$ cat config.mk
export PLATFORM = sky130hd
export DESIGN_NAME = dpm_top
export DESIGN_NICKNAME = d
export VERILOG_FILES = /design/src/inc/dpm_pkg.sv /design/src/rtl/dpm_fifo.sv /design/src/rtl/dpm_half_delay.sv /design/src/rtl/dpm_top.sv
export VERILOG_INCLUDE_DIRS = /design/src /design/src/inc
export SDC_FILE = /design/constraint.sdc
export NUM_CORES = 1
export LEC_CHECK = 0
export BUFFER_PORTS_ARGS = -buffer_cell sky130_fd_sc_hd__buf_2
export CORE_MARGIN = 1.5
export CORE_UTILIZATION = 45
export DETAILED_ROUTE_END_ITERATION = 12
export PLACE_DENSITY = 0.67
export SYNTH_ARGS = -nofsm -noshare
export SYNTH_HDL_FRONTEND = slang
export SYNTH_SLANG_ARGS = --single-unit
$ cat constraint.sdc
create_clock -name CLK_SYS_I -period 2.8 [get_ports CLK_SYS_I]
set_input_delay 0.42 -clock CLK_SYS_I [delete_from_list [all_inputs] [get_ports CLK_SYS_I]]
set_output_delay 0.42 -clock CLK_SYS_I [all_outputs]
set_load 0.01 [all_outputs]
$ cat src/inc/dpm_regs.svh
// Register offsets, field positions, reset values and codes of the display pin multiplexer.
`ifndef DPM_REGS_SVH
`define DPM_REGS_SVH

`define DPM_ADDR_CFG 12'h000
`define DPM_ADDR_DOE 12'h004
`define DPM_ADDR_CTRL 12'h008
`define DPM_ADDR_STAT 12'h00C

`define DPM_CFG_SCAN_LSB 0
`define DPM_CFG_FMT_LSB 4
`define DPM_CFG_TWIN_BIT 8
`define DPM_CTRL_PCLK_OUT_BIT 0
`define DPM_CTRL_DAC_OE_BIT 1
`define DPM_CTRL_GATE_BIT 2
`define DPM_CTRL_DIV_LSB 4
`define DPM_CTRL_DLY_LSB 8

`define DPM_RST_SCAN 2'h0
`define DPM_RST_FMT 4'h8
`define DPM_RST_DOE 24'h00_0000
`define DPM_RST_DIV 4'h0
`define DPM_RST_DLY 5'h00

`define DPM_SCAN_SINGLE 2'h0
`define DPM_SCAN_ILLEGAL 2'h1
`define DPM_SCAN_DUAL 2'h2
`define DPM_SCAN_ZIGZAG 2'h3

`define DPM_FMT_9BIT 4'h5
`define DPM_FMT_24BIT 4'h8
`define DPM_FMT_ANALOG 4'h9
`define DPM_FMT_RSVD_MIN 4'hA

`define DPM_FIFO_DEPTH 4
`define DPM_PIX_W 24

`endif

$ cat src/inc/dpm_pkg.sv
// Types shared by the display pin multiplexer modules.
package dpm_pkg;

  typedef enum logic [0:0] {
    APB_IDLE,
    APB_DONE
  } dpm_apb_t;

  typedef struct packed {
    logic [1:0] scan;
    logic [3:0] fmt;
    logic twin;
    logic [23:0] doe;
    logic pclk_out_en;
    logic dac_oe;
    logic gate_en;
    logic [3:0] div;
    logic [4:0] dly_sel;
    dpm_apb_t apb;
    logic pready;
    logic pslverr;
    logic [31:0] prdata;
    logic [23:0] pix;
    logic [23:0] dis_d;
    logic [23:0] dis_oe;
    logic [4:0] dly_use;
    logic [7:0] ana_r;
    logic [7:0] ana_g;
    logic [7:0] ana_b;
    logic ana_oe;
    logic [3:0] div_cnt;
    logic pclk;
    logic pclk_oe;
  } dpm_top_state_t;

endpackage

$ cat src/rtl/dpm_fifo.sv
// Small synchronous FIFO holding pixel words ahead of the pin multiplexer.
`timescale 1ns/1ns
module dpm_fifo #(
  parameter int WIDTH = 24,
  parameter int DEPTH = 4
) (
  // Clock and reset.
  input wire logic clk_i,
  input wire logic rst_i,
  // Filling side.
  input wire logic in_valid_i,
  input wire logic [WIDTH-1:0] in_data_i,
  output logic in_ready_o,
  // Draining side.
  output logic out_valid_o,
  output logic [WIDTH-1:0] out_data_o,
  input wire logic out_ready_i
);

  localparam int AW = $clog2(DEPTH);

  typedef struct packed {
    logic [DEPTH-1:0][WIDTH-1:0] mem;
    logic [AW-1:0] wr;
    logic [AW-1:0] rd;
    logic [AW:0] cnt;
  } dpm_fifo_state_t;

  dpm_fifo_state_t s_q;
  dpm_fifo_state_t s_d;
  logic push;
  logic pop;

  assign in_ready_o = (s_q.cnt != (AW + 1)'(DEPTH));
  assign out_valid_o = (s_q.cnt != '0);
  assign out_data_o = s_q.mem[s_q.rd];
  assign push = in_valid_i && in_ready_o;
  assign pop = out_valid_o && out_ready_i;

  // Pointers wrap at DEPTH, so any depth works, not only powers of two.
  always_comb begin
    s_d = s_q;
    if (push) begin
      s_d.mem[s_q.wr] = in_data_i;
      s_d.wr = (s_q.wr == AW'(DEPTH - 1)) ? '0 : s_q.wr + 1'b1;
    end
    if (pop) begin
      s_d.rd = (s_q.rd == AW'(DEPTH - 1)) ? '0 : s_q.rd + 1'b1;
    end
    s_d.cnt = s_q.cnt + (AW + 1)'(push) - (AW + 1)'(pop);
    if (rst_i) begin
      s_d.wr = '0;
      s_d.rd = '0;
      s_d.cnt = '0;
    end
  end

  always_ff @(posedge clk_i) begin
    s_q <= s_d;
  end

endmodule

$ cat src/rtl/dpm_half_delay.sv
// Per-bit optional half-clock delay for the sync outputs on the top data pins.
`timescale 1ns/1ns
module dpm_half_delay #(
  parameter int WIDTH = 5
) (
  // Clock and reset.
  input wire logic clk_i,
  input wire logic rst_i,
  // Registered signal and per-bit delay select.
  input wire logic [WIDTH-1:0] sig_i,
  input wire logic [WIDTH-1:0] sel_i,
  output logic [WIDTH-1:0] sig_o
);

  typedef struct packed {
    logic [WIDTH-1:0] neg;
  } dpm_dly_state_t;

  dpm_dly_state_t s_q;
  dpm_dly_state_t s_d;

  always_comb begin
    s_d.neg = rst_i ? '0 : sig_i;
  end

  // The falling edge copy lags the rising edge register by half a cycle.
  always_ff @(negedge clk_i) begin
    s_q <= s_d;
  end

  // Each bit picks its own source, so delays are set per output.
  assign sig_o = (sel_i & s_q.neg) | (~sel_i & sig_i);

endmodule

$ cat src/rtl/dpm_top.sv
// Display connector pin multiplexer with APB configuration registers.
//
// How it works
// [RL1] Single scan: pins 23..19 carry pixel data for 24-bit, or analog with twin.
// [RL2] Dual scan: lower segment on pins 15..8, upper segment on pins 7..0.
// [RL3] Dual scan: pins 18..16 are zero, pins 23..19 carry syncs 7..3, each delayed only if selected.
// [RL4] Zigzag: pins 23..19 syncs, 18..8 zero, 7..0 pixel data.
// [RL5] Sync outputs 3..7 have no other pin path when top pins carry data.
// [RL6] Each pin's output enable is applied after the signal selection.
// [RL7] Pixel clock pin, when an output, carries the gated and divided clock.
// [RL8] Analog pins drive for single scan analog, or twin with 9..24-bit formats.
// [RL9] Analog pins float whenever the converter output enable is cleared.
// [RL10] Scan field: 0 single, 2 dual, 3 zigzag, 1 illegal.
// [RL11] Format field: 5 is 9-bit, 8 is 24-bit, 9 analog, 10..15 reserved.
// [RL12] Sync generator 3 goes to pin 19, up to generator 7 on pin 23.
// [RL13] Each sync output can be delayed half a clock, individually selected.
// [RL14] Selection uses registered configuration and changes on the next clock.
`timescale 1ns/1ns
`include "dpm_regs.svh"
module dpm_top (
  // Clock and reset.
  input wire logic CLK_SYS_I,
  input wire logic SYS_RST_I,
  // APB slave.
  input wire logic PSEL_I,
  input wire logic PENABLE_I,
  input wire logic PWRITE_I,
  input wire logic [11:0] PADDR_I,
  input wire logic [31:0] PWDATA_I,
  output logic PREADY_O,
  output logic PSLVERR_O,
  output logic [31:0] PRDATA_O,
  // Pixel stream in.
  input wire logic PIX_VALID_I,
  input wire logic [23:0] PIX_DATA_I,
  output logic PIX_READY_O,
  input wire logic PIX_STALL_I,
  // Sync generator outputs and analog colour codes.
  input wire logic [7:0] SYNC_MIX_I,
  input wire logic [7:0] ANA_R_I,
  input wire logic [7:0] ANA_G_I,
  input wire logic [7:0] ANA_B_I,
  // Display connector pins.
  output logic [23:0] DIS_D_O,
  output logic [23:0] DIS_D_OE_O,
  output logic DIS_PCLK_O,
  output logic DIS_PCLK_OE_O,
  output logic [7:0] ANA_R_O,
  output logic [7:0] ANA_G_O,
  output logic [7:0] ANA_B_O,
  output logic ANA_OE_O
);

  dpm_pkg::dpm_top_state_t s_q;
  dpm_pkg::dpm_top_state_t s_d;
  logic fifo_valid;
  logic [23:0] fifo_data;
  logic fifo_pop;
  logic fifo_ready;
  logic [4:0] top_dly;

  ////////////////////////////////////////////////////////////////////////////////
  // Decoding helpers.

  // True when pins 23..19 do not carry pixel data; they carry syncs, or zero for the illegal scan code.
  function automatic logic sync_on_top(input logic [1:0] scan, input logic [3:0] fmt,
                                       input logic twin);
    logic data_top;
    data_top = (scan == `DPM_SCAN_SINGLE) &&
               ((fmt == `DPM_FMT_24BIT) || ((fmt == `DPM_FMT_ANALOG) && twin)); // [RL1]
    return !data_top;
  endfunction

  // True when the analog colour pins should carry converter values.
  function automatic logic analog_on(input logic [1:0] scan, input logic [3:0] fmt,
                                     input logic twin);
    logic prim;
    logic sec;
    prim = (scan == `DPM_SCAN_SINGLE) && (fmt == `DPM_FMT_ANALOG);
    sec = twin && (fmt >= `DPM_FMT_9BIT) && (fmt <= `DPM_FMT_24BIT); // [RL8] [RL11]
    return prim || sec;
  endfunction

  ////////////////////////////////////////////////////////////////////////////////
  // Pixel buffer.

  assign fifo_pop = fifo_valid && !PIX_STALL_I;

  dpm_fifo #(
    .WIDTH(`DPM_PIX_W),
    .DEPTH(`DPM_FIFO_DEPTH)
  ) u_fifo (
    .clk_i(CLK_SYS_I),
    .rst_i(SYS_RST_I),
    .in_valid_i(PIX_VALID_I),
    .in_data_i(PIX_DATA_I),
    .in_ready_o(fifo_ready),
    .out_valid_o(fifo_valid),
    .out_data_o(fifo_data),
    .out_ready_i(!PIX_STALL_I)
  );

  ////////////////////////////////////////////////////////////////////////////////
  // Next state.

  always_comb begin
    s_d = s_q;
    // APB: the answer comes one cycle into the access phase.
    s_d.pready = 1'b0;
    s_d.pslverr = 1'b0;
    s_d.apb = dpm_pkg::APB_IDLE;
    case (s_q.apb)
      dpm_pkg::APB_IDLE: begin
        if (PSEL_I && PENABLE_I) begin
          s_d.apb = dpm_pkg::APB_DONE;
          s_d.pready = 1'b1;
          s_d.prdata = '0;
          case (PADDR_I)
            `DPM_ADDR_CFG: begin
              if (PWRITE_I) begin
                s_d.scan = PWDATA_I[`DPM_CFG_SCAN_LSB +: 2];
                s_d.fmt = PWDATA_I[`DPM_CFG_FMT_LSB +: 4];
                s_d.twin = PWDATA_I[`DPM_CFG_TWIN_BIT];
              end
              s_d.prdata[`DPM_CFG_SCAN_LSB +: 2] = s_q.scan;
              s_d.prdata[`DPM_CFG_FMT_LSB +: 4] = s_q.fmt;
              s_d.prdata[`DPM_CFG_TWIN_BIT] = s_q.twin;
            end
            `DPM_ADDR_DOE: begin
              if (PWRITE_I) begin
                s_d.doe = PWDATA_I[23:0];
              end
              s_d.prdata[23:0] = s_q.doe;
            end
            `DPM_ADDR_CTRL: begin
              if (PWRITE_I) begin
                s_d.pclk_out_en = PWDATA_I[`DPM_CTRL_PCLK_OUT_BIT];
                s_d.dac_oe = PWDATA_I[`DPM_CTRL_DAC_OE_BIT];
                s_d.gate_en = PWDATA_I[`DPM_CTRL_GATE_BIT];
                s_d.div = PWDATA_I[`DPM_CTRL_DIV_LSB +: 4];
                s_d.dly_sel = PWDATA_I[`DPM_CTRL_DLY_LSB +: 5];
              end
              s_d.prdata[`DPM_CTRL_PCLK_OUT_BIT] = s_q.pclk_out_en;
              s_d.prdata[`DPM_CTRL_DAC_OE_BIT] = s_q.dac_oe;
              s_d.prdata[`DPM_CTRL_GATE_BIT] = s_q.gate_en;
              s_d.prdata[`DPM_CTRL_DIV_LSB +: 4] = s_q.div;
              s_d.prdata[`DPM_CTRL_DLY_LSB +: 5] = s_q.dly_sel;
            end
            `DPM_ADDR_STAT: begin
              s_d.pslverr = PWRITE_I;
              s_d.prdata[0] = sync_on_top(s_q.scan, s_q.fmt, s_q.twin);
              s_d.prdata[1] = analog_on(s_q.scan, s_q.fmt, s_q.twin);
              s_d.prdata[2] = (s_q.scan == `DPM_SCAN_ILLEGAL); // [RL10]
              s_d.prdata[3] = (s_q.fmt >= `DPM_FMT_RSVD_MIN); // [RL11]
              s_d.prdata[4] = fifo_valid;
              s_d.prdata[5] = fifo_ready;
            end
            default: begin
              s_d.pslverr = 1'b1;
            end
          endcase
        end
      end
      dpm_pkg::APB_DONE: begin
        s_d.apb = dpm_pkg::APB_IDLE;
      end
      default: begin
        s_d.apb = dpm_pkg::APB_IDLE;
      end
    endcase

    if (fifo_pop) begin
      s_d.pix = fifo_data;
    end

    // Pin selection from registered configuration only. [RL14]
    s_d.dly_use = '0;
    case (s_q.scan)
      `DPM_SCAN_SINGLE: begin
        s_d.dis_d[18:0] = s_q.pix[18:0]; // [RL1]
        if (sync_on_top(s_q.scan, s_q.fmt, s_q.twin)) begin
          s_d.dis_d[23:19] = SYNC_MIX_I[7:3]; // [RL1] [RL12]
          s_d.dly_use = s_q.dly_sel; // [RL13]
        end else begin
          s_d.dis_d[23:19] = s_q.pix[23:19]; // [RL5]
        end
      end
      `DPM_SCAN_DUAL: begin
        s_d.dis_d[15:0] = s_q.pix[15:0]; // [RL2]
        s_d.dis_d[18:16] = 3'h0; // [RL3]
        s_d.dis_d[23:19] = SYNC_MIX_I[7:3]; // [RL3] [RL12]
        s_d.dly_use = s_q.dly_sel; // [RL13]
      end
      `DPM_SCAN_ZIGZAG: begin
        s_d.dis_d[7:0] = s_q.pix[7:0]; // [RL4]
        s_d.dis_d[18:8] = 11'h000; // [RL4]
        s_d.dis_d[23:19] = SYNC_MIX_I[7:3]; // [RL4] [RL12]
        s_d.dly_use = s_q.dly_sel; // [RL13]
      end
      default: begin
        s_d.dis_d = '0;
      end
    endcase
    // Enables act after selection; an illegal scan code drives no data pin. [RL6] [RL10]
    s_d.dis_oe = (s_q.scan == `DPM_SCAN_ILLEGAL) ? '0 : s_q.doe;

    // Analog pins float unless the mode wants them and the converter is enabled.
    s_d.ana_oe = s_q.dac_oe && analog_on(s_q.scan, s_q.fmt, s_q.twin); // [RL8] [RL9]
    s_d.ana_r = s_d.ana_oe ? ANA_R_I : 8'h00;
    s_d.ana_g = s_d.ana_oe ? ANA_G_I : 8'h00;
    s_d.ana_b = s_d.ana_oe ? ANA_B_I : 8'h00;

    // Shaped pixel clock: toggles every div+1 cycles, held low while gated. [RL7]
    if (s_q.div_cnt >= s_q.div) begin
      s_d.div_cnt = 4'h0;
      s_d.pclk = !s_q.pclk;
    end else begin
      s_d.div_cnt = s_q.div_cnt + 4'h1;
    end
    if (s_q.gate_en && !SYNC_MIX_I[7]) begin
      s_d.pclk = 1'b0; // [RL7]
    end
    s_d.pclk_oe = s_q.pclk_out_en; // [RL7]

    if (SYS_RST_I) begin
      s_d = '0;
      s_d.scan = `DPM_RST_SCAN;
      s_d.fmt = `DPM_RST_FMT;
      s_d.doe = `DPM_RST_DOE;
      s_d.div = `DPM_RST_DIV;
      s_d.dly_sel = `DPM_RST_DLY;
      s_d.apb = dpm_pkg::APB_IDLE;
    end
  end

  always_ff @(posedge CLK_SYS_I) begin
    s_q <= s_d;
  end

  ////////////////////////////////////////////////////////////////////////////////
  // Half-cycle delay on the top pins.

  // Delaying after the output register keeps the edge where it would land if the
  // delay sat before the selector, and it is only enabled while syncs are routed.
  dpm_half_delay #(
    .WIDTH(5)
  ) u_dly (
    .clk_i(CLK_SYS_I),
    .rst_i(SYS_RST_I),
    .sig_i(s_q.dis_d[23:19]),
    .sel_i(s_q.dly_use),
    .sig_o(top_dly)
  );

  ////////////////////////////////////////////////////////////////////////////////
  // Outputs.

  assign PREADY_O = s_q.pready;
  assign PSLVERR_O = s_q.pslverr;
  assign PRDATA_O = s_q.prdata;
  assign PIX_READY_O = fifo_ready;
  assign DIS_D_O = {top_dly, s_q.dis_d[18:0]};
  assign DIS_D_OE_O = s_q.dis_oe;
  assign DIS_PCLK_O = s_q.pclk;
  assign DIS_PCLK_OE_O = s_q.pclk_oe;
  assign ANA_R_O = s_q.ana_r;
  assign ANA_G_O = s_q.ana_g;
  assign ANA_B_O = s_q.ana_b;
  assign ANA_OE_O = s_q.ana_oe;
endmodule

==> impl_metrics.yaml, run 1 <==
run_status:
  status: "finished, violations left"
  violations: "setup timing"
yosys:
  syn_inst: 930
  yosysUniqueCellTypes: 52
  synth-seq-cells: 285
  synth_edf_count: 96
  syn_area_mm2: 0.0109
  ys_seq_area_share_pct: 61.0
  synth_warnings: 0
  synth_flop_cell: "dfxtp_1"
  synth-async-reset-ratio_pct: 0
  avgSynthCellArea_um2: 11.8
placed_design:
  place_congestion: 0.769
  hpwl_mm: 14.4
  dp.cells: 1325
  port_buffers: 197
power_and_ir_drop:
  p_per_area_mw_per_mm2: 800
  design_power_total_mw: 10.2
  leakagePower_nw: 5.26
  ir_worst_vdd_uv: 554
critical_path:
  critPathRequiredTime_ns: 2.38
  slowest_delay_ns: 0.29
  cp_max_fo: 1
  crit_path_top_delay_cell: "dfxtp_1"
  crit_chain: "mux2_4 -> buf_6"
  arrival_ns: 2.65
  path_delay_family: "flip-flops"
  critical_path_class: "reg -> out"
  cp_num_buf_inv: 1
  startpoint_type: "flop"
  critical_path.endpoint_type: "output pin"
grt:
  grt_pass1_wl_mm: 34.8
  grt_pass1_vias: 6491
  grt-ovfl-total: 0
  antenna_found_initial: 1
  grt_max_degree: 59
  grtUsageTotal_pct: 17.3
die:
  ioPinCount: 217
  chipWidth_um: 159
  die_y_um: 159
  core_region_area_mm2: 0.0237
  die-area_mm2: 0.0252
  fp-row-count: 56
  start_util_pct: 46.2
routing:
  post_drt_wl_per_cell_um: 15.9
  num_vias: 6616
  dr.pass1.iters: 4
  ant_nets: 0
  routed_wirelength_mm: 21.9
  drt-vias-per-instance: 4.78
  drc_errors: 0
  drt-initial-drc-count: 320
final_layout:
  layout.nets: 1161
  fin_cells: 1383
  syn_to_final_growth_pct: 16.2
  fill_cells: 2068
  drive_gt1_share_pct: 29.4
clock_tree:
  cts_tree: "built"
  cts_buffers: 29
  htree_levels: 1
  clock-sinks: 285
  cts_hold_buf: 0
  clockBufferDepth: 3
  clk_pin_slew_ns: 0.06
  post_cts.repair.setup_buffers: 0
  root_buffer: "clkbuf_16"
  clkLatencyLatePin_ns: 0.58
worst_hold_path:
  hold_class: "in -> reg"
job:
  drv_cap: 0
timing:
  finalSetupTns_ns: -1.33
  finalMaxSlewViolations: 0
  finalSetupViolCount: 5
  rsz0062_at_grt: "true"
  fin_ws_ns: -0.274
  finClkSkew_ns: 0.0460
  worst_pin_slew_ns: 0.634
  hold_viol: 0
  maxSlewHeadroom_pct: 57.7
-- metal layers --
metal  up-vias  track usage [%]  routed length, um
met5         -                0                  0
met2       190             29.7              10600
met3        31             3.68               1440
met4         0             5.27                509
met1      3079             21.8               9390
li1       3316                -                  -
-- registers in the layout (all words and copies together) (netlist names) --
| signal | cells |
|---|---|
| u_dly.s_q | 5 |
| u_fifo.s_q | 103 |
| DIS_D_O | 19 |
| DIS_PCLK_O | 1 |
| DIS_D_OE_O | 24 |
| ANA_OE_O | 1 |
| DIS_PCLK_OE_O | 1 |
| ANA_R_O | 8 |
| PRDATA_O | 24 |
| s_q | 82 |
| ANA_B_O | 8 |
| PSLVERR_O | 1 |
| ANA_G_O | 8 |
-- what timing repair did --
action,CTS,global route
endpoints found under the setup margin,5,5
cloned,0,0
hold endpoints to repair,0,0
resized for setup,13,0
-- final timing paths --
path / from / end / slack [ns] / cells after the start
worst max-delay path: u_dly.s_q[4]$_SDFF_NP0_ / DIS_D_O[23] / -0.27 / 2
worst min-delay path: ANA_G_I[3] / ANA_G_O[3]$_SDFF_PP0_ / 0.08 / 2
worst max register to register: u_fifo.s_q[1]$_SDFF_PP0_ / u_fifo.s_q[2]$_SDFF_PP0_ / 0.68 / 9
worst min register to register: s_q[85]$_SDFFE_PP0P_ / s_q[85]$_SDFFE_PP0P_ / 0.45 / 2
-- cell usage after synthesis (2+ instances only) --
cell type	n	area (um^2)
dfxtp_1	189	3780
nand2_1	108	405
buf_4	99	743
edfxtp_1	96	2880
and2_1	69	432
nor2_1	60	225
a21oi_1	58	290
clkbuf_1	37	139
a22oi_1	24	180
mux4_2	24	541
mux2i_1	22	220
inv_1	15	56.3
nor2b_1	14	87.6
ha_1	12	150
and3_1	10	62.6
mux2_2	10	113
buf_2	9	45.0
nand3_1	7	35.0
nor3_1	7	35.0
o21ai_0	6	30.0
a22o_1	5	43.8
a2bb2oi_1	5	43.8
xnor2_1	4	35.0
a211oi_1	3	22.5
and3_2	3	22.5
nand2b_1	3	18.8
a2111oi_0	2	17.5
a211o_1	2	17.5
nor4_4	2	42.5
nor4b_1	2	17.5
or2_2	2	12.5
-- worst register-to-register path: cells and delay by family (launching register included) --
kind	cells	cell delay, ns
buffers and inverters	2	0.12
adders and majority gates	3	0.83
and+or+nand+nor	3	0.55
DFF	1	0.33
xor gates and xnor gates	1	0.16
-- through the flow --
stage	worst slack [ns]	area, um^2	utilization (%)	hold WS [ns]
final	-0.274	12700	53.6	0.0787
after detailed placement	0.295	11500	48.8	0.441
after global routing	-0.327	12700	53.6	0.0734
after CTS	-0.290	12700	53.6	0.0515
after global placement	0.288	11500	48.8	0.438
after floorplan	0.264	11000	-	0.426
-- cells in the final DEF (no fill, tap or decap), types with 12 or more instances in the layout --
| cell | count |
|---|---|
| mux2i_1 | 22 |
| nand2_1 | 108 |
| mux4_2 | 24 |
| a22oi_1 | 24 |
| and2_1 | 69 |
| ha_1 | 12 |
| dfxtp_1 | 188 |
| clkbuf_16 | 29 |
| nor2b_1 | 14 |
| inv_1 | 19 |
| a21oi_1 | 58 |
| buf_4 | 20 |
| nor2_1 | 59 |
| buf_2 | 191 |
| edfxtp_1 | 96 |
-- report_power, final --
part           internal, mW  switching, mW
sequential             4.58          0.127
combinational         0.524          0.582
clock                  2.72           1.62
total                  7.83           2.32
-- area by class of cell --
| class | instances | area (um^2) | area share (%) |
|---|---|---|---|
| Antenna cell | 1 | 2.50 | 0.0197 |
| Clock buffer | 29 | 726 | 5.72 |
| Clock inverter | 29 | 373 | 2.94 |
| Inverter | 15 | 56.3 | 0.443 |
| Multi-Input combinational cell | 489 | 3310 | 26.1 |
| Sequential cell | 285 | 6670 | 52.5 |
| Tap cell | 319 | 399 | 3.14 |
| Timing Repair Buffer | 216 | 1160 | 9.16 |
-- cell families after synthesis --
kind of cell / share of synthesized area (%)
flip-flops: 61.0
multiplexers: 7.99
adder cells (fa/ha/maj): 1.56
XOR/XNOR: 0.401
AND/OR/NAND/NOR: 13.5
other: 0.0343
buffers and inverters: 9.17
AO/OA/AOI/OAI: 6.34
No activity file was read; power rests on OpenSTA's default activity.
==> run 2: changes to the inputs <==
Settings changed: REMOVE_ABC_BUFFERS set to 1.
==> run 2 against run 1 <==
Compared with the run above: design area down 1.2%; first-iteration DRC count up 23%; register-to-register slack better by 0.07 ns; clock-buffer cell count up 12; die area unchanged; core utilization down 0.62 points; setup slack better by 0.019 ns; the flow still finishes with violations (setup timing); non-clock buffer count unchanged; combinational power about the same; sequential cell count unchanged.
==> impl_metrics.yaml, run 2 (synthesis gave the netlist of run 1 again) <==
run_status:
  status: "finished, violations left"
  violations: "setup timing"
placed_design:
  place_congestion: 0.769
  dp.cells: 1325
  hpwl_mm: 14.6
  place_worst_setup_slack_ns: 0.304
  port_buffers: 197
clock_tree:
  clkLatencyLatePin_ns: 0.57
  cts_buffers: 28
  htree_levels: 1
  clock-sinks: 285
  clk_pin_slew_ns: 0.06
  cts_tree: "built"
  post_cts.repair.setup_buffers: 0
  clockBufferDepth: 3
  root_buffer: "clkbuf_16"
  cts_hold_buf: 0
critical_path:
  cp_max_fo: 1
  critPathRequiredTime_ns: 2.38
  slowest_delay_ns: 0.29
  rrSetupSlack_ns: 0.75
  critical_path_class: "reg -> out"
  crit_path_top_delay_cell: "dfxtp_1"
  startpoint_type: "flop"
  arrival_ns: 2.63
  critical_path.endpoint_type: "output pin"
  crit_chain: "mux2_4 -> buf_6"
timing:
  finClkSkew_ns: 0.0479
  rsz0062_at_grt: "true"
  finalSetupViolCount: 5
  worst_pin_slew_ns: 0.850
  hold_viol: 0
  finalMaxSlewViolations: 0
  maxSlewHeadroom_pct: 43.3
  hold_ws_ns: 0.0967
  fin_ws_ns: -0.255
grt:
  grt_max_degree: 81
  grt_pass1_vias: 6520
  antenna_found_initial: 4
  grt_pass1_wl_mm: 34.7
  grt-ovfl-total: 0
  grtUsageTotal_pct: 17.2
final_layout:
  final_cell_mix: "buf_2 (191), dfxtp_1 (188), nand2_1 (108)"
  final_common_cell: "buf_2"
  layout.nets: 1160
  largest_reg_flops: 103
  fin_cells: 1384
  fill_cells: 2158
  syn_to_final_growth_pct: 14.8
  drive_gt1_share_pct: 28.8
  top_regs: "u_fifo.s_q x103, s_q x82"
  largest-register: "u_fifo.s_q"
die:
  core_region_area_mm2: 0.0237
  die_y_um: 159
  ioPinCount: 217
  start_util_pct: 46.2
  die-area_mm2: 0.0252
  chipWidth_um: 159
  fp-row-count: 56
power_and_ir_drop:
  p_per_area_mw_per_mm2: 761
  leakagePower_nw: 5.20
  ir_worst_vdd_uv: 590
  design_power_total_mw: 9.55
routing:
  ant_nets: 0
  post_drt_wl_per_cell_um: 15.9
  dr.pass1.iters: 4
  drt-vias-per-instance: 4.80
  routed_wirelength_mm: 22.0
  num_vias: 6645
  drt-initial-drc-count: 392
  drc_errors: 0
job:
  drv_cap: 0
worst_hold_path:
  hold_class: "in -> reg"
[run 2: metal layers]
metal	routed length [um]	track usage, %	vias up	part of all wire [%]
li1	-	-	3313	-
met1	9240	20.8	3135	42
met2	11200	30.8	167	51
met3	1260	3.81	28	5.7
met4	304	4.37	2	1.4
met5	12	0	-	0.055
[run 2: where the power goes]
group | total [mW] | leakage, nW | switching (mW) | internal [mW]
clock | 3.73 | 0.488 | 1.51 | 2.22
sequential | 4.69 | 2.41 | 0.101 | 4.58
combinational | 1.13 | 2.30 | 0.611 | 0.517
total | 9.55 | 5.20 | 2.22 | 7.32
[run 2: final cells by class]
cell class                 count  area [um^2]  share of cell area (%)
clock inverter                16          124                   0.987
antenna                        3         7.51                  0.0598
tap                          319          399                    3.18
timing repair buffer         216         1160                    9.26
multi-input combinational    489         3310                    26.4
clock buffer                  41          822                    6.55
inverter                      15         56.3                   0.449
sequential                   285         6670                    53.1
[run 2: stage by stage]
stage | TNS [ns] | util [%] | cell area, um^2
2_1_floorplan | 0 | - | 10000
3_3_place_gp | 0 | 48.8 | 11500
3_5_place_dp | 0 | 48.8 | 11500
4_1_cts | -1.33 | 53.0 | 12500
5_1_grt | -1.53 | 53.0 | 12500
6_report | -1.25 | 53.0 | 12500
[run 2: path summary, 6_finish.rpt]
path,from,to,depth (start not counted)
setup / recovery,u_dly.s_q[2]$_SDFF_NP0_,DIS_D_O[21],2
hold / removal,ANA_G_I[0],ANA_G_O[0]$_SDFF_PP0_,2
setup reg to reg,u_fifo.s_q[1]$_SDFF_PP0_,u_fifo.s_q[2]$_SDFF_PP0_,9
hold reg to reg,s_q[85]$_SDFFE_PP0P_,s_q[85]$_SDFFE_PP0P_,2
[run 2: repair_timing]
item	CTS	global route
setup endpoints to repair	5	5
endpoints found under the hold margin	0	0
resized for setup	10	0
[run 2: worst max-delay path: cells and delay by family, from the launching register on]
| kind | cells | cell delay, ns |
|---|---|---|
| flops | 1 | 0.29 |
| mux | 1 | 0.26 |
| buf+inv | 1 | 0.12 |
==> run 3: changes to the inputs <==
Settings changed: ABC_AREA set to 1, CTS_CLUSTER_SIZE set to 25.
==> run 3 against run 2 <==
Compared with the run above: the run still ends with setup timing left; final cell count rose by 17%; non-clock buffer count fell by 4; via count rose by 16%; hold slack got worse by 0.0019 ns; power rose by 7.3%; core utilization fell by 0.59 points; critical path depth rose by 1; global-route usage rose by 0.89 points; combinational power rose by 25%; setup slack improved by 0.074 ns; largest power group unchanged.
==> impl_metrics.yaml, run 3 <==
placed_design:
  postPlaceCellArea_mm2: 0.0117
  place_congestion: 0.784
  port_buffers: 197
  hpwl_mm: 15.1
clock_tree:
  post_cts.repair.setup_buffers: 0
  clk_pin_slew_ns: 0.06
  htree_levels: 1
  root_buffer: "clkbuf_16"
  clockBufferDepth: 3
  cts_tree: "built"
  clkLatencyLatePin_ns: 0.58
  cts_hold_buf: 0
  cts_buffers: 30
  clock-sinks: 285
die:
  die-area_mm2: 0.0256
  die_y_um: 160
  fp-row-count: 57
  start_util_pct: 45.8
  core_region_area_mm2: 0.0242
  ioPinCount: 217
  chipWidth_um: 160
final_layout:
  fill_cells: 2275
  regArea_mm2: 0.00667
  largest-register: "u_fifo.s_q"
  final_common_cell: "nor2_1"
  final_cell_mix: "nor2_1 (200), buf_2 (197), dfxtp_1 (185)"
  multi_input_area_mm2: 0.00302
  final_area_mm2: 0.0127
  drive_gt1_share_pct: 23.0
  top_regs: "u_fifo.s_q x103, s_q x82"
  syn_to_final_growth_pct: 14.5
  layout.nets: 1395
  largest_reg_flops: 103
yosys:
  synth_top_cell_area_share_pct: 34.1
  yosysUniqueCellTypes: 37
  synth_warnings: 0
  synth_edf_count: 96
  synth_flop_cell: "dfxtp_1"
  syn_area_mm2: 0.0111
  synth-seq-cells: 285
  yosys.area.top_type: "dfxtp_1"
  yosys-top-cells-count: "nor2_1 (204), dfxtp_1 (189), o21ai_0 (141), inv_1 (115), buf_4 (101)"
  synth-async-reset-ratio_pct: 0
  synth.area.top_cells: "dfxtp_1 (34%), edfxtp_1 (26%), nor2_1 (6.9%), buf_4 (6.8%), o21ai_0 (6.4%)"
  ys_seq_area_share_pct: 60.1
  avgSynthCellArea_um2: 9.46
  syn_inst: 1173
  yosysMostFrequentCell: "nor2_1"
routing:
  drc_errors: 0
  dr.pass1.iters: 5
  num_vias: 7733
  post_drt_wl_per_cell_um: 14.6
  drt-vias-per-instance: 4.76
  ant_nets: 0
  routed_wirelength_mm: 23.6
  drt-initial-drc-count: 487
timing:
  fin_ws_ns: -0.180
  finClkSkew_ns: 0.0551
  rsz0062_at_grt: "true"
  worst_pin_slew_ns: 0.646
  maxSlewHeadroom_pct: 56.6
  hold_viol: 0
  finalMaxSlewViolations: 0
  hold_ws_ns: 0.0947
  finalSetupViolCount: 5
grt:
  grt-ovfl-total: 0
  antenna_found_initial: 4
  grtUsageTotal_pct: 18.1
  grt_pass1_wl_mm: 37.2
  grt_max_degree: 50
  grt_pass1_vias: 7251
critical_path:
  critical_path.endpoint_type: "output pin"
  arrival_ns: 2.56
  rrSetupSlack_ns: 0.87
  critPathRequiredTime_ns: 2.38
  cp_max_fo: 1
  critical_path_class: "reg -> out"
  startpoint_type: "flop"
power_and_ir_drop:
  p_per_area_mw_per_mm2: 806
  design_power_total_mw: 10.2
  leakagePower_nw: 5.47
  ir_worst_vdd_uv: 459
worst_hold_path:
  hold_class: "in -> reg"
run_status:
  violations: "setup timing"
  status: "finished, violations left"
job:
  drv_cap: 0
## run 3: what timing repair did
action                     4_1_cts  5_1_grt
setup endpoints to repair        5        5
gates cloned                     0        0
pin swaps                        0        0
gates resized for setup          7        3
## run 3: report_power, final
part           switching, mW  leakage [nW]  total, mW  internal, mW
clock                   1.58         0.519       4.02          2.45
combinational          0.938          2.53       1.41         0.476
sequential             0.137          2.42       4.81          4.67
## run 3: cells by family after synthesis
| group | synth area share [%] |
|---|---|
| compound gates | 12.0 |
| simple gates | 13.0 |
| fa+ha+maj | 1.53 |
| xor+xnor | 0.237 |
| other cells | 0.0338 |
| flops | 60.1 |
| buf+inv | 13.2 |
## run 3: stage by stage
step,utilization (%),cells,TNS (ns),setup WS (ns)
6_report,52.4,1623,-0.772,-0.180
5_1_grt,52.4,1621,-1.12,-0.259
4_1_cts,52.4,1621,-0.888,-0.199
3_5_place_dp,48.1,1563,0,0.383
3_3_place_gp,48.1,1563,0,0.398
2_1_floorplan,-,1027,0,0.287
## run 3: path summary, 6_finish.rpt
check | from | endpoint | cells after the start
min | ANA_R_I[4] | ANA_R_O[4]$_SDFF_PP0_ | 3
max | u_dly.s_q[0]$_SDFF_NP0_ | DIS_D_O[19] | 3
max reg2reg | u_fifo.s_q[1]$_SDFF_PP0_ | u_fifo.s_q[2]$_SDFF_PP0_ | 8
min reg2reg | s_q[87]$_SDFFE_PP0P_ | DIS_D_O[3]$_SDFF_PP0_ | 2
## run 3: critical path: stages, from the launching register on
cell     delay (ns)
dfxtp_2        0.31
nand2_1        0.04
o21ai_1        0.08
buf_2          0.15
## run 3: final cells by class
cell class                 count  area share, %
antenna                        2         0.0394
clock buffer                  42           6.85
clock inverter                17           1.28
inverter                     122           3.62
multi-input combinational    619           23.8
sequential                   285           52.5
tap                          324           3.19
timing repair buffer         212           8.75
## run 3: metal layers
metal	routed length, um	GRT usage [%]	vias to the layer above
met1	10600	23.6	3566
li1	-	-	3919
met5	25	0	-
met2	11200	30.9	204
met4	448	4.12	4
met3	1340	3.56	40
